$ cat src/rtl/stcd_pkg.sv
package stcd_pkg;
  // Clock and derived rates
  localparam int CLK_HZ = 20_000_000;
  localparam int SYS_CLK_HZ = 5_000_000;
  localparam int CLK_PERIOD_NS = 1_000_000_000 / CLK_HZ;
  localparam int SYS_DIV = CLK_HZ / SYS_CLK_HZ;
  // Single-shot lengths, as times and as cycle counts
  localparam int INTENSITY_NS = 350;
  localparam int COL_PULSE_NS = 100;
  localparam int STEP_PULSE_NS = 100;
  localparam int SCOPE_DELAY_NS = 1200;
  localparam int INTENSITY_CYC = (INTENSITY_NS / CLK_PERIOD_NS < 1) ? 1 :
                                 INTENSITY_NS / CLK_PERIOD_NS;
  localparam int COL_PULSE_CYC = (COL_PULSE_NS / CLK_PERIOD_NS < 1) ? 1 :
                                 COL_PULSE_NS / CLK_PERIOD_NS;
  localparam int STEP_PULSE_CYC = (STEP_PULSE_NS / CLK_PERIOD_NS < 1) ? 1 :
                                  STEP_PULSE_NS / CLK_PERIOD_NS;
  localparam int SCOPE_DELAY_CYC = (SCOPE_DELAY_NS + CLK_PERIOD_NS - 1) / CLK_PERIOD_NS;
  // Counter presets and decodes
  localparam logic [3:0] BIT_PRESET = 4'hc;
  localparam logic [3:0] COL_PRESET = 4'hf;
  localparam logic [3:0] BIT_LOAD = 4'h2;
  localparam logic [3:0] BIT_DEFL = 4'h7;
  localparam logic [3:0] BIT_LAST = 4'hb;
  localparam logic [3:0] COL_FIRST = 4'h0;
  localparam logic [3:0] COL_SIX = 4'h5;
  // Character code classes
  localparam logic [6:0] CODE_SPACE = 7'h20;
  localparam logic [6:0] CODE_CTRL_MAX = 7'h1f;
  localparam logic [1:0] CODE_LOWER = 2'h3;
  // Register map (byte addresses)
  localparam logic [7:0] REG_CTRL = 8'h00;
  localparam logic [7:0] REG_WORD = 8'h04;
  localparam logic [7:0] REG_GO = 8'h08;
  localparam logic [7:0] REG_DELAY = 8'h0c;
  localparam logic [7:0] REG_STATUS = 8'h10;
  localparam int CTRL_INIT_BIT = 0;
  localparam int CTRL_SO_BIT = 1;
  localparam int GO_BIT = 0;
  localparam logic [7:0] DELAY_RESET = 8'(SCOPE_DELAY_CYC);
  localparam logic [1:0] RESP_OKAY = 2'h0;
  localparam logic [1:0] RESP_SLVERR = 2'h2;
endpackage

$ cat src/rtl/stcd_oneshot.sv
`timescale 1ns/1ps
module stcd_oneshot #(
  parameter int W = 8
) (
  input wire logic clk_in, // system clock
  input wire logic srst_in, // sync reset, high
  input wire logic start_in, // trigger, retriggers
  input wire logic [W-1:0] len_in, // length in cycles, at least 1
  output logic active_out, // high while running
  output logic done_out // one-cycle pulse at expiry
);
  typedef struct packed {
    logic [W-1:0] cnt;
    logic active;
    logic done;
  } stcd_os_t;

  stcd_os_t s_r, s_nxt;

  always_comb begin
    s_nxt = s_r;
    s_nxt.done = 1'b0;
    if (start_in) begin
      s_nxt.cnt = len_in;
      s_nxt.active = 1'b1;
    end else if (s_r.cnt != '0) begin
      s_nxt.cnt = s_r.cnt - 1'b1;
      if (s_r.cnt == W'(1)) begin
        s_nxt.active = 1'b0;
        s_nxt.done = 1'b1;
      end
    end
  end

  always_ff @(posedge clk_in) begin
    if (srst_in) begin
      s_r <= '0;
    end else begin
      s_r <= s_nxt;
    end
  end

  assign active_out = s_r.active;
  assign done_out = s_r.done;
endmodule

$ cat src/rtl/stcd_top.sv
// Chosen here: the AXI4-Lite interface to the registers and the placing of the registers.
`timescale 1ns/1ps
module stcd_top
  import stcd_pkg::*;
(
  input wire logic clk_in, // 20 MHz clock
  input wire logic srst_in, // sync reset, high
  input wire logic [7:0] s_axi_awaddr_in, // AXI write address
  input wire logic s_axi_awvalid_in, // AXI write address valid
  output logic s_axi_awready_out, // AXI write address ready
  input wire logic [31:0] s_axi_wdata_in, // AXI write data
  input wire logic [3:0] s_axi_wstrb_in, // AXI write strobes
  input wire logic s_axi_wvalid_in, // AXI write data valid
  output logic s_axi_wready_out, // AXI write data ready
  output logic [1:0] s_axi_bresp_out, // AXI write response
  output logic s_axi_bvalid_out, // AXI write response valid
  input wire logic s_axi_bready_in, // AXI write response ready
  input wire logic [7:0] s_axi_araddr_in, // AXI read address
  input wire logic s_axi_arvalid_in, // AXI read address valid
  output logic s_axi_arready_out, // AXI read address ready
  output logic [31:0] s_axi_rdata_out, // AXI read data
  output logic [1:0] s_axi_rresp_out, // AXI read response
  output logic s_axi_rvalid_out, // AXI read data valid
  input wire logic s_axi_rready_in, // AXI read data ready
  input wire logic beam_in_view_in, // beam in visible area, async
  input wire logic [7:0] rom_col_in, // glyph column data
  output logic [6:0] rom_addr_out, // selected character code
  output logic [3:0] rom_col_out, // column counter
  output logic crt_intensity_n_out, // intensity to monitor, low
  output logic x_step_out, // beam X step pulse
  output logic y_ramp_up_out, // Y ramp up level
  output logic deflection_done_out, // one-cycle pulse
  output logic column_advance_out, // 100 ns column pulse
  output logic char_done_out, // one-cycle pulse
  output logic shift_mode_line_0_out, // shift mode line 0
  output logic shift_mode_line_1_out // shift mode line 1
);
  typedef struct packed {
    logic [1:0] div;
    logic char_clock, go, sync, run, dir, ramp, unblank, descend, lor, sel;
    logic [3:0] bitcnt, col;
    logic [6:0] code_lo, code_hi;
    logic [7:0] shreg;
    logic shift_out;
    logic [7:0] delay;
    logic beam_s1, beam_s2, intens_n, mode0, mode1, defl_done, char_done;
    logic [6:0] rom_addr;
    logic [3:0] rom_col;
    logic aw_got, w_got;
    logic [7:0] awaddr;
    logic [31:0] wdata;
    logic [3:0] wstrb;
    logic awready, wready, bvalid;
    logic [1:0] bresp;
    logic arready, rvalid;
    logic [31:0] rdata;
    logic [1:0] rresp;
  } stcd_state_t;

  stcd_state_t s_r, s_nxt;

  logic int_start, colp_start, scope_start, step_start;
  logic int_active, colp_active, step_active, scope_done;

  ////////////////////////////////////////////////////////////////////////////
  // Single shots, all counted on the 20 MHz clock
  stcd_oneshot #(.W(8)) u_intensity (
    .clk_in(clk_in), .srst_in(srst_in), .start_in(int_start),
    .len_in(8'(INTENSITY_CYC)), .active_out(int_active), .done_out()
  );

  stcd_oneshot #(.W(8)) u_colpulse (
    .clk_in(clk_in), .srst_in(srst_in), .start_in(colp_start),
    .len_in(8'(COL_PULSE_CYC)), .active_out(colp_active), .done_out()
  );

  stcd_oneshot #(.W(8)) u_scope (
    .clk_in(clk_in), .srst_in(srst_in), .start_in(scope_start),
    .len_in(s_r.delay), .active_out(), .done_out(scope_done)
  );

  stcd_oneshot #(.W(8)) u_step (
    .clk_in(clk_in), .srst_in(srst_in), .start_in(step_start),
    .len_in(8'(STEP_PULSE_CYC)), .active_out(step_active), .done_out()
  );

  ////////////////////////////////////////////////////////////////////////////
  // Next-state logic
  always_comb begin
    logic ce_sys, dot_lead, dot_trail, cclk_fall;
    logic init_req, go_req, print_allowed, char_done, eoc, serial_bit;
    logic [6:0] code;
    logic [3:0] cnt_inc;
    logic [7:0] addr;
    ce_sys = 1'b0;
    dot_lead = 1'b0;
    dot_trail = 1'b0;
    cclk_fall = 1'b0;
    init_req = 1'b0;
    go_req = 1'b0;
    print_allowed = 1'b0;
    char_done = 1'b0;
    eoc = 1'b0;
    serial_bit = 1'b0;
    code = '0;
    cnt_inc = '0;
    addr = '0;
    int_start = 1'b0;
    colp_start = 1'b0;
    scope_start = 1'b0;
    step_start = 1'b0;

    s_nxt = s_r;
    s_nxt.defl_done = 1'b0;
    s_nxt.char_done = 1'b0;
    s_nxt.beam_s1 = beam_in_view_in;
    s_nxt.beam_s2 = s_r.beam_s1;

    // 5 MHz system tick, then 2.5 MHz character clock by toggling
    ce_sys = (s_r.div == 2'(SYS_DIV - 1));
    s_nxt.div = ce_sys ? 2'h0 : s_r.div + 2'h1;
    if (ce_sys) begin
      s_nxt.char_clock = ~s_r.char_clock;
    end
    cclk_fall = ce_sys & s_r.char_clock;
    dot_lead = ce_sys & ~s_r.char_clock & s_r.run;
    dot_trail = cclk_fall & s_r.run;

    code = s_r.sel ? s_r.code_hi : s_r.code_lo;
    print_allowed = (code != CODE_SPACE) &&
                    !((code <= CODE_CTRL_MAX) && !s_r.shift_out);

    // AXI4-Lite write channel: address and data in either order
    if (s_axi_awvalid_in && s_r.awready) begin
      s_nxt.aw_got = 1'b1;
      s_nxt.awaddr = s_axi_awaddr_in;
    end
    if (s_axi_wvalid_in && s_r.wready) begin
      s_nxt.w_got = 1'b1;
      s_nxt.wdata = s_axi_wdata_in;
      s_nxt.wstrb = s_axi_wstrb_in;
    end
    if (s_r.bvalid && s_axi_bready_in) begin
      s_nxt.bvalid = 1'b0;
    end
    if (s_r.aw_got && s_r.w_got && !s_r.bvalid) begin
      s_nxt.aw_got = 1'b0;
      s_nxt.w_got = 1'b0;
      s_nxt.bvalid = 1'b1;
      s_nxt.bresp = RESP_OKAY;
      unique case (s_r.awaddr)
        REG_CTRL: begin
          if (s_r.wstrb[0]) begin
            init_req = s_r.wdata[CTRL_INIT_BIT];
            s_nxt.shift_out = s_r.wdata[CTRL_SO_BIT];
          end
        end
        REG_WORD: begin
          if (s_r.wstrb[0]) begin
            s_nxt.code_lo = s_r.wdata[6:0];
          end
          if (s_r.wstrb[1]) begin
            s_nxt.code_hi = s_r.wdata[14:8];
          end
        end
        REG_GO: begin
          go_req = s_r.wstrb[0] & s_r.wdata[GO_BIT];
        end
        REG_DELAY: begin
          if (s_r.wstrb[0] && s_r.wdata[7:0] != 8'h00) begin
            s_nxt.delay = s_r.wdata[7:0];
          end
        end
        REG_STATUS: begin
        end
        default: begin
          s_nxt.bresp = RESP_SLVERR;
        end
      endcase
    end
    s_nxt.awready = ~s_nxt.aw_got & ~s_nxt.bvalid;
    s_nxt.wready = ~s_nxt.w_got & ~s_nxt.bvalid;

    // AXI4-Lite read channel
    if (s_r.rvalid && s_axi_rready_in) begin
      s_nxt.rvalid = 1'b0;
    end
    if (s_axi_arvalid_in && s_r.arready) begin
      addr = s_axi_araddr_in;
      s_nxt.rvalid = 1'b1;
      s_nxt.rresp = RESP_OKAY;
      s_nxt.rdata = '0;
      unique case (addr)
        REG_CTRL: s_nxt.rdata[CTRL_SO_BIT] = s_r.shift_out;
        REG_WORD: s_nxt.rdata = {17'h0, s_r.code_hi, 1'b0, s_r.code_lo};
        REG_GO: s_nxt.rdata[GO_BIT] = s_r.go;
        REG_DELAY: s_nxt.rdata = {24'h0, s_r.delay};
        REG_STATUS: begin
          s_nxt.rdata = {15'h0, print_allowed, s_r.col, s_r.bitcnt, s_r.sel,
                         s_r.descend, s_r.unblank, s_r.ramp, s_r.dir, s_r.run,
                         s_r.sync, s_r.go};
        end
        default: s_nxt.rresp = RESP_SLVERR;
      endcase
    end
    s_nxt.arready = ~s_nxt.rvalid;

    // Synchronise go to the falling character clock
    if (cclk_fall) begin
      if (s_r.sync) begin
        s_nxt.run = 1'b1;
        s_nxt.sync = 1'b0;
      end else if (s_r.go && !s_r.run) begin
        s_nxt.sync = 1'b1;
        s_nxt.go = 1'b0;
        s_nxt.dir = 1'b0;
        s_nxt.col = COL_FIRST;
        scope_start = 1'b1;
      end
    end

    // A print request counts only if its code may print; set wins over sync clear
    if (go_req && print_allowed) begin
      s_nxt.go = 1'b1;
    end

    // Dot clock leading edge: count, load or shift
    if (dot_lead) begin
      cnt_inc = s_r.bitcnt + 4'h1;
      s_nxt.bitcnt = cnt_inc;
      if (s_r.lor) begin
        s_nxt.shreg = rom_col_in;
      end else if (s_r.dir) begin
        s_nxt.shreg = {s_r.shreg[6:0], 1'b0};
      end else begin
        s_nxt.shreg = {1'b0, s_r.shreg[7:1]};
      end
      s_nxt.lor = (cnt_inc == BIT_LOAD);
      // Unblank as the column loads so its first dot shows; lower case skips column one
      if (s_r.lor && (code[6:5] != CODE_LOWER || s_r.col != COL_FIRST)) begin
        s_nxt.unblank = 1'b1;
      end
      if (cnt_inc == BIT_DEFL) begin
        s_nxt.defl_done = 1'b1;
        scope_start = 1'b1;
      end
      if (cnt_inc == BIT_LAST) begin
        colp_start = 1'b1;
      end
    end

    // Column advance and bit counter clear share one pulse
    if (colp_start) begin
      s_nxt.bitcnt = 4'h0;
      s_nxt.col = s_r.col + 4'h1;
      s_nxt.dir = ~s_r.dir;
      char_done = (s_r.col == COL_SIX);
    end

    // Dot clock trailing edge: send the dot at the output end
    serial_bit = s_r.dir ? s_r.shreg[7] : s_r.shreg[0];
    if (dot_trail && serial_bit && s_r.unblank && s_r.beam_s2) begin
      int_start = 1'b1;
    end

    // Scope delay expiry: step X and reverse the vertical sweep
    if (scope_done) begin
      step_start = 1'b1;
      s_nxt.ramp = ~s_r.ramp;
    end

    // End-of-character housekeeping
    eoc = char_done | init_req;
    if (eoc) begin
      s_nxt.run = 1'b0;
      s_nxt.ramp = 1'b0;
      s_nxt.descend = 1'b0;
      s_nxt.unblank = 1'b0;
      s_nxt.shreg = 8'h00;
      s_nxt.bitcnt = BIT_PRESET;
      s_nxt.col = COL_PRESET;
      s_nxt.lor = 1'b0;
    end
    if (char_done) begin
      s_nxt.char_done = 1'b1;
      s_nxt.sel = ~s_r.sel;
    end
    if (init_req) begin
      s_nxt.go = 1'b0;
      s_nxt.sync = 1'b0;
      s_nxt.sel = 1'b0;
    end

    // Registered copies feeding the pins
    s_nxt.mode0 = s_nxt.lor | ~s_nxt.dir;
    s_nxt.mode1 = s_nxt.lor | s_nxt.dir;
    s_nxt.intens_n = ~int_active;
    s_nxt.rom_addr = s_nxt.sel ? s_nxt.code_hi : s_nxt.code_lo;
    s_nxt.rom_col = s_nxt.col;
  end

  ////////////////////////////////////////////////////////////////////////////
  // State register
  always_ff @(posedge clk_in) begin
    if (srst_in) begin
      s_r <= '0;
      s_r.bitcnt <= BIT_PRESET;
      s_r.col <= COL_PRESET;
      s_r.delay <= DELAY_RESET;
      s_r.intens_n <= 1'b1;
      s_r.mode0 <= 1'b1;
      s_r.rom_col <= COL_PRESET;
      s_r.awready <= 1'b1;
      s_r.wready <= 1'b1;
      s_r.arready <= 1'b1;
    end else begin
      s_r <= s_nxt;
    end
  end

  ////////////////////////////////////////////////////////////////////////////
  // Outputs
  assign s_axi_awready_out = s_r.awready;
  assign s_axi_wready_out = s_r.wready;
  assign s_axi_bresp_out = s_r.bresp;
  assign s_axi_bvalid_out = s_r.bvalid;
  assign s_axi_arready_out = s_r.arready;
  assign s_axi_rdata_out = s_r.rdata;
  assign s_axi_rresp_out = s_r.rresp;
  assign s_axi_rvalid_out = s_r.rvalid;
  assign rom_addr_out = s_r.rom_addr;
  assign rom_col_out = s_r.rom_col;
  assign crt_intensity_n_out = s_r.intens_n;
  assign x_step_out = step_active;
  assign y_ramp_up_out = s_r.ramp;
  assign deflection_done_out = s_r.defl_done;
  assign column_advance_out = colp_active;
  assign char_done_out = s_r.char_done;
  assign shift_mode_line_0_out = s_r.mode0;
  assign shift_mode_line_1_out = s_r.mode1;
endmodule

$ cat config.mk
export PLATFORM = sky130hd
export DESIGN_NAME = stcd_top
export DESIGN_NICKNAME = d
export VERILOG_FILES = /design/src/rtl/stcd_pkg.sv /design/src/rtl/stcd_oneshot.sv /design/src/rtl/stcd_top.sv
export SDC_FILE = /design/constraint.sdc
export NUM_CORES = 1
export LEC_CHECK = 0
export ABC_AREA = 1
export BUFFER_PORTS_ARGS = -buffer_cell sky130_fd_sc_hd__clkbuf_2
export CAP_MARGIN = 20
export CORE_UTILIZATION = 40
export CTS_BUF_LIST = sky130_fd_sc_hd__clkbuf_16
export CTS_CLUSTER_SIZE = 24
export DETAILED_ROUTE_END_ITERATION = 7
export GPL_TIMING_DRIVEN = 1
export SKIP_CTS_REPAIR_TIMING = 1
export SYNTH_ARGS = -nofsm -noshare
export SYNTH_HDL_FRONTEND = slang
export SYNTH_HIERARCHICAL = 1
export SYNTH_SLANG_ARGS = --single-unit
export TNS_END_PERCENT = 50
$ cat constraint.sdc
create_clock -name clk_in -period 2.45 [get_ports clk_in]
set_clock_uncertainty 0.15 [all_clocks]
set_input_delay 0.245 -clock clk_in [delete_from_list [all_inputs] [get_ports clk_in]]
set_output_delay 0.245 -clock clk_in [all_outputs]
set_load 0.02 [all_outputs]
==> results.md, run 1 <==
- The flow ran to the end, but the final reports show violations.
- The final reports fail on hold timing.
- The relative slew slack is 58.93%.
- The wire length of the first global-routing pass is a little under 30000 um.
- The via count of the first global-routing pass is 6147.
- The congestion estimate from routability-driven global placement came to 0.8453.
- The tree is rooted in a sky130_fd_sc_hd__clkbuf_16.
- Combinational logic burns between 20 and 30% of the power.
- In this run, the number of DRC markers left after iteration 0 of detailed routing was 533.
- The layout has 1921 filler cells.
- Derived from the worst setup path, the maximum achievable clock frequency is 457.5 MHz.
- The number of warning messages in the yosys log is 6.
- Setup violations remaining at the end of the flow were counted as 0.
- The leakage dissipation is roughly 4.3 nW.
- The instance count of the mapped netlist is 1088.
- The detailed placer's ending HPWL is 13340 um.
- The core region is 18710 sq um.
- The signal arrival time at the worst endpoint is 2.34 ns.
- The share of power burned in registers is 37.2%.
- The highest-delay cell along the critical path is sky130_fd_sc_hd__dfxtp_1.
- In this design, the largest share of critical-path delay is due to simple AND/OR/NAND/NOR gates.
- The total I/O pin count is 128.
- Setup repair after global routing left no endpoint under its margin.
- The endpoint kind of the worst setup timing path is a flop.
- The total negative slack for setup checks is 0 ns.
- The area growth from synthesis to layout is 18.41%.
- The number of DRC violations after detailed routing is 0.
- For this design the ratio of total power to cell area is 900.4 nW/um^2.
- Net switching is around a third of the power.
- The detail route stage leaves a number of antenna-violating nets equal to 0.
- The tightest min-delay check is of the in2reg type.
- Entering global routing, the biggest net connects 63 pins.
- The global-route congestion overflow total is 0.
- In this run the tool buffered the top-level ports with 91 buffer cells.
- The via-per-instance ratio is 4.731.
- The critical path is of the reg2reg type.
- The total power after layout is 8.132 mW.
- The cell area that synthesis handed to floorplanning was 7627 sq um.
- No sink is reached through more buffers than the 2 on the longest clock path.
- The number of sinks on the clock net is 151.
- The clock-pin slew reported for the worst setup and hold paths after clock tree synthesis is 0.06 ns.
- The internal power consumption is around 5.4 mW.
- The smallest hold slack is -0.02300 ns.
- Wires add up to 18280 um.
- The worst-case vdd ir drop is 0.0004847 V.
- Global routing used 19.05% of the available tracks.
- The width of the die is roughly 140 um.
- The total count of max-transition violations in the final report is 0.
- At the pin with the least slew margin, the transition time is 0.6154 ns.
- The number of antenna violations at the first check in global routing came to 1.
- In this run the register-to-register setup slack is around 0.26 ns.
- The number of search-and-repair iterations in the first detailed-routing pass is 7.
- The kind of launch point of the worst setup path is a flop.
- The proportion of power drawn by the clock network is 35.2%.
- The critical path required time is 2.61 ns.
- The clock reaches the later pin of the worst-skew pair after 0.43 ns.
- A synthesized cell averages around 7 sq um.
- Cells with a size suffix above 1 make up between 10% and 20% of the layout.
- The sum of buffers and inverters on the critical path is 3.
- Walking the worst path, the cells encountered are ha_1 -> inv_1 -> nand2_1 -> nand2_2 -> inv_1 -> nor2_1 -> nand3_1 -> nand2_1 -> buf_4 -> nor2_4 -> and3_1 -> nor2_2.
- Along the worst path, the maximum fanout reaches 7.
- The initial core utilization is 40.78%.
- In this run the power spent charging and discharging nets is 2.770 mW.
- The routed layout has 6841 vias.
- The cell row count is 50.
- The height of the die is 140.1 um.
- In this design, the stage delay of the slowest critical-path cell is between 0.4 and 0.5 ns.
- Of the available clock period, the critical path in the final layout requires 89.23%.
- The H-tree level count is 4.
- The hold violation count in the final report is 3.
- The antenna cell count is 0.
- The average routed wire per standard cell is 12.64 um.
- The number of clock buffers added by TritonCTS is 17.
- The total die area is 19620 sq um.
- For this run, the post-layout net count is 1282.
- For the finished layout, the period the worst path requires is 2.186 ns.
- TritonCTS built the clock tree.
- The max-capacitance violation count is 0.
state kept, by name, summed over array words and instances, names as in the netlist, 4 cells and up:
name,flops
s_axi_rdata_out,17
rom_addr_out,7
u_colpulse/s_r,8
u_intensity/s_r,8
u_scope/s_r,8
u_step/s_r,8
s_r,73
rom_col_out,4
metal layers:
| layer | vias to the layer above | track usage, % | wire [um] |
|---|---|---|---|
| li1 | 3614 | - | - |
| met1 | 3074 | 25.56 | 9077 |
| met2 | 137 | 30.63 | 8303 |
| met3 | 14 | 4.615 | 730 |
| met4 | 2 | 4.800 | 158 |
| met5 | - | 0 | 11 |
power groups by stage:
stage,clock network (mW),registers [mW],logic (mW)
floorplan,0,3.02,1.84
global placement,0,3.07,2.20
detailed placement,0,3.07,2.22
CTS,2.91,3.02,2.24
global route,3.00,3.06,2.60
finish,2.86,3.02,2.25
per-stage QoR:
| step | instances | worst slack [ns] | cell area [sq um] | util, % |
|---|---|---|---|---|
| after floorplan | 1127 | 0.3953 | 7774 | - |
| after global placement | 1390 | 0.3406 | 8149 | 43.57 |
| after detailed placement | 1390 | 0.3168 | 8149 | 43.57 |
| after CTS | 1422 | 0.2604 | 8791 | 47.00 |
| after global routing | 1446 | 0.1128 | 9031 | 48.28 |
| final | 1446 | 0.2640 | 9031 | 48.28 |
worst paths after layout:
path | start | to | cells after the start
worst max register to register | s_r[140]$_SDFFE_PP0N_ | u_scope/s_r[8]$_SDFFE_PP0P_ | 12
worst min-delay path | s_axi_awaddr_in[2] | s_r[79]$_SDFFE_PP0P_ | 3
worst min register to register | u_intensity/active_out$_SDFFE_PP0P_ | crt_intensity_n_out$_SDFF_PP1_ | 1
worst max-delay path | s_r[140]$_SDFFE_PP0N_ | u_scope/s_r[8]$_SDFFE_PP0P_ | 12
worst register-to-register path, delay by kind of cell (launching register included):
kind | cells | cell delay (ns)
fa+ha+maj | 1 | 0.23
buf+inv | 3 | 0.33
flops | 1 | 0.47
simple gates | 8 | 0.90
cell type report:
type | count | area [sq um] | area share (%)
multi-input cells | 760 | 3737 | 41.38
flip-flops and latches | 151 | 3023 | 33.47
repair buffers | 127 | 798.3 | 8.839
inverters | 142 | 538.0 | 5.957
clock buffers | 17 | 425.4 | 4.710
well taps | 234 | 292.8 | 3.242
clock inverters | 15 | 216.5 | 2.397
cells in the final DEF, fill, tap and decap left out, drive strengths merged:
| master | count |
|---|---|
| o21ai | 85 |
| conb | 41 |
| dfxtp | 151 |
| a2bb2oi | 3 |
| a22oi | 5 |
| buf | 12 |
| o211ai | 6 |
| or2 | 2 |
| o21a | 4 |
| xor2 | 2 |
| nor2 | 169 |
| o22ai | 6 |
| nor3b | 1 |
| inv | 147 |
| nand3b | 1 |
| dlygate4sd3 | 24 |
| bufinv | 4 |
| clkbuf | 108 |
| ha | 15 |
| o31ai | 1 |
| a21oi | 72 |
| xnor2 | 1 |
| a31oi | 3 |
| nor3 | 13 |
| clkinvlp | 2 |
| clkinv | 4 |
| nor4 | 3 |
| nand4 | 10 |
| nand2 | 234 |
| nand3 | 79 |
| and3 | 4 |
(Power assumes the default switching activity.)
==> run 2, diff against run 1 <==
--- a/config.mk
+++ b/config.mk
@@ -5,7 +5,7 @@
 export SDC_FILE = /design/constraint.sdc
 export NUM_CORES = 1
 export LEC_CHECK = 0
-export ABC_AREA = 1
+export ABC_AREA = 0
 export BUFFER_PORTS_ARGS = -buffer_cell sky130_fd_sc_hd__clkbuf_2
 export CAP_MARGIN = 20
 export CORE_UTILIZATION = 40
==> results.md, run 2 <==
- The hold violation count in the final report is 0.
- The H-tree level count is 4.
- Synthesis produced 835 cells.
- For this run, the number of Yosys warnings is 6.
- The clock network is responsible for 35.9% of the overall power.
- The flip-flop count of the largest register, all copies and words added is 73.
- The routability congestion estimate is 0.8243.
- The number of DRC violations after detailed routing is 0.
- STA classifies the critical path endpoint as a flop.
- The worst-case vdd ir drop is 0.0005852 V.
- The net switching power figure is 2.344 mW.
- The final cycle utilization of the critical path is between 90% and 100%.
- On the final layout, the worst hold slack is 0.02546 ns.
- After layout, the design draws a total of 7.640 mW.
- The highest-delay cell along the critical path is sky130_fd_sc_hd__or4bb_4.
- Summing every instance area after synthesis gives 7278 sq um.
- Measured along the x axis, the die boundary spans about 140 um.
- The routed layout has 5984 vias.
- Measured against its own limit, the worst slew margin works out to 57.69%.
- The post-synthesis to final-layout area growth is 20.20%.
- The maximum root-to-sink buffer count is 2.
- The path category of the worst min-delay check is in2reg.
- The number of nets in the layout is 1030.
- The later-pin clock latency in the skew report is 0.43 ns.
- The delay of the slowest cell on the worst path is 0.61 ns.
- The total count of max-transition violations in the final report is 0.
- Of the total power, the share spent switching nets is between 30% and 40%.
- The library cells used most frequently in the layout, excluding fill and tap cells, are sky130_fd_sc_hd__dfxtp_1 (151), sky130_fd_sc_hd__nand2_1 (108), sky130_fd_sc_hd__clkbuf_2 (90).
- The total I/O pin count is roughly 130.
- The largest net degree at the start of global routing is 70.
- The detail route stage leaves a number of antenna-violating nets equal to 0.
- CTS placed an instance of sky130_fd_sc_hd__clkbuf_16 at the clock tree root.
- Data arrives at the worst endpoint at 2.51 ns.
- The kind of launch point of the worst setup path is a flop.
- After detailed routing, the average wire length per cell comes to 14.55 um.
- The floorplan step set the die height to 136.9 um.
- The most common library cell in the layout ignoring fill and taps is sky130_fd_sc_hd__dfxtp_1.
- The leakage dissipation is 3.550 nW.
- The run finished with clean final reports.
- The fraction of layout instances using a drive strength above 1 is 20.83%.
- The number of antenna violations at the first check in global routing is 0.
- The average cell area after synthesis is 8.716 sq um.
- The clock-pin slew reported for the worst setup and hold paths after clock tree synthesis is approximately 0.06 ns.
- s_r holds more flip-flops than any other register.
- After routing, the total negative slack on setup checks comes to 0 ns.
- The internal power consumption is around 5.3 mW.
- The count of final setup violators is 0.
- The count of input and output buffers is about 90.
- The critical path start-end classification is reg2reg.
- Once the floorplan was initialized, standard cells occupied 41.50% of the core.
- The critical path required time is 2.61 ns.
- The areal power density over the cells is 873.3 nW/um^2.
- The first global-routing pass estimated roughly 27000 um of wire.
- Global routing used 18.84% of the available tracks.
- The DRC violation total after the first TritonRoute iteration is 282.
- The number of search-and-repair iterations in the first detailed-routing pass is 5.
- The sum of buffers and inverters on the critical path is 1.
- The fmax is 426.1 MHz.
- The worst path needs 2.347 ns of the cycle, external delays included.
- At the pin with the least slew margin, the transition time is 0.6347 ns.
- The total die area is 18740 sq um.
- Combinational logic burns 24.9% of the power.
- Summed over all layers, the global routing overflow is 0.
- The TritonCTS clock tree is yes.
- The total area inside the core boundary comes to 17540 sq um.
- In this run the worst path has a maximum fanout of 7.
- Dividing the detail-routed via count by the number of cells gives 5.050.
- Setup repair after global routing left no endpoint under its margin.
- Of the total power, registers draw 39.2%.
- The cell type group with the largest total delay on the critical path is simple AND/OR/NAND/NOR gates.
- The detailed placer's ending HPWL is 12400 um.
- The number of clock buffers added by TritonCTS is 17.
- The number of sinks on the clock net is 151.
- The signal on the critical path passes through or4bb_4 -> nor4_4 -> buf_4 -> mux2_2 -> o32a_2.
- The antenna cell count is 0.
- The detailed-route wire length is between 15000 and 20000 um.
- The max-capacitance violation count is 0.
- After filler insertion, the fill cell instance count of the layout stands at approximately 1700.
- Row generation in the floorplan step produced 48 rows.
- The via count of the first global-routing pass is 5472.
-- run 2: layer usage --
metal / GRT usage [%] / vias up / wire length [um]
met5: 0 / - / 0
met1: 23.37 / 2782 / 8020
met2: 32.12 / 97 / 8407
met3: 4.741 / 13 / 623
li1: - / 3092 / -
met4: 5.495 / 0 / 183
-- run 2: metrics by stage --
stage / setup WS [ns] / instance area [sq um] / util (%) / std cells
global route: 0.02572 / 8748 / 49.89 / 1185
detailed placement: 0.05770 / 7830 / 44.65 / 1124
CTS: 0.007307 / 8447 / 48.17 / 1156
finish: 0.1033 / 8748 / 49.89 / 1185
global placement: 0.07521 / 7830 / 44.65 / 1124
floorplan: 0.06118 / 7425 / - / 874
-- run 2: path summary, 6_finish.rpt --
| check | from | end | slack [ns] | cells past startpoint |
|---|---|---|---|---|
| min | rom_col_in[2] | s_r[116]$_SDFFE_PP0N_ | 0.03 | 5 |
| max | s_r[86]$_SDFF_PP0_ | rom_addr_out[6]$_SDFF_PP0_ | 0.10 | 5 |
| min reg2reg | u_intensity/active_out$_SDFFE_PP0P_ | crt_intensity_n_out$_SDFF_PP1_ | 0.23 | 1 |
| max reg2reg | s_r[86]$_SDFF_PP0_ | rom_addr_out[6]$_SDFF_PP0_ | 0.10 | 5 |
-- run 2: power groups by stage --
stage | sequential (mW) | combinational [mW] | clock [mW]
2_1_floorplan | 2.98 | 1.65 | 0
3_3_place_gp | 3.04 | 1.84 | 0
3_5_place_dp | 3.04 | 1.86 | 0
4_1_cts | 2.99 | 1.87 | 2.82
5_1_grt | 3.04 | 2.14 | 2.92
6_report | 3.00 | 1.90 | 2.74
-- run 2: cell type report --
cell class / instances / area [sq um] / area share (%)
multi-input cells: 603 / 3734 / 42.68
flip-flops and latches: 151 / 3023 / 34.55
repair buffers: 148 / 996.0 / 11.38
clock buffers: 17 / 425.4 / 4.863
well taps: 225 / 281.5 / 3.218
clock inverters: 15 / 191.4 / 2.188
inverters: 26 / 97.59 / 1.116
-- run 2: worst register-to-register path, delay by kind of cell (launching register included) --
family                 cells  cell delay, ns
buffers and inverters      1            0.21
AOI/OAI and AO/OA          1            0.32
muxes                      1            0.35
DFF                        1            0.36
and+or+nand+nor            2            0.86
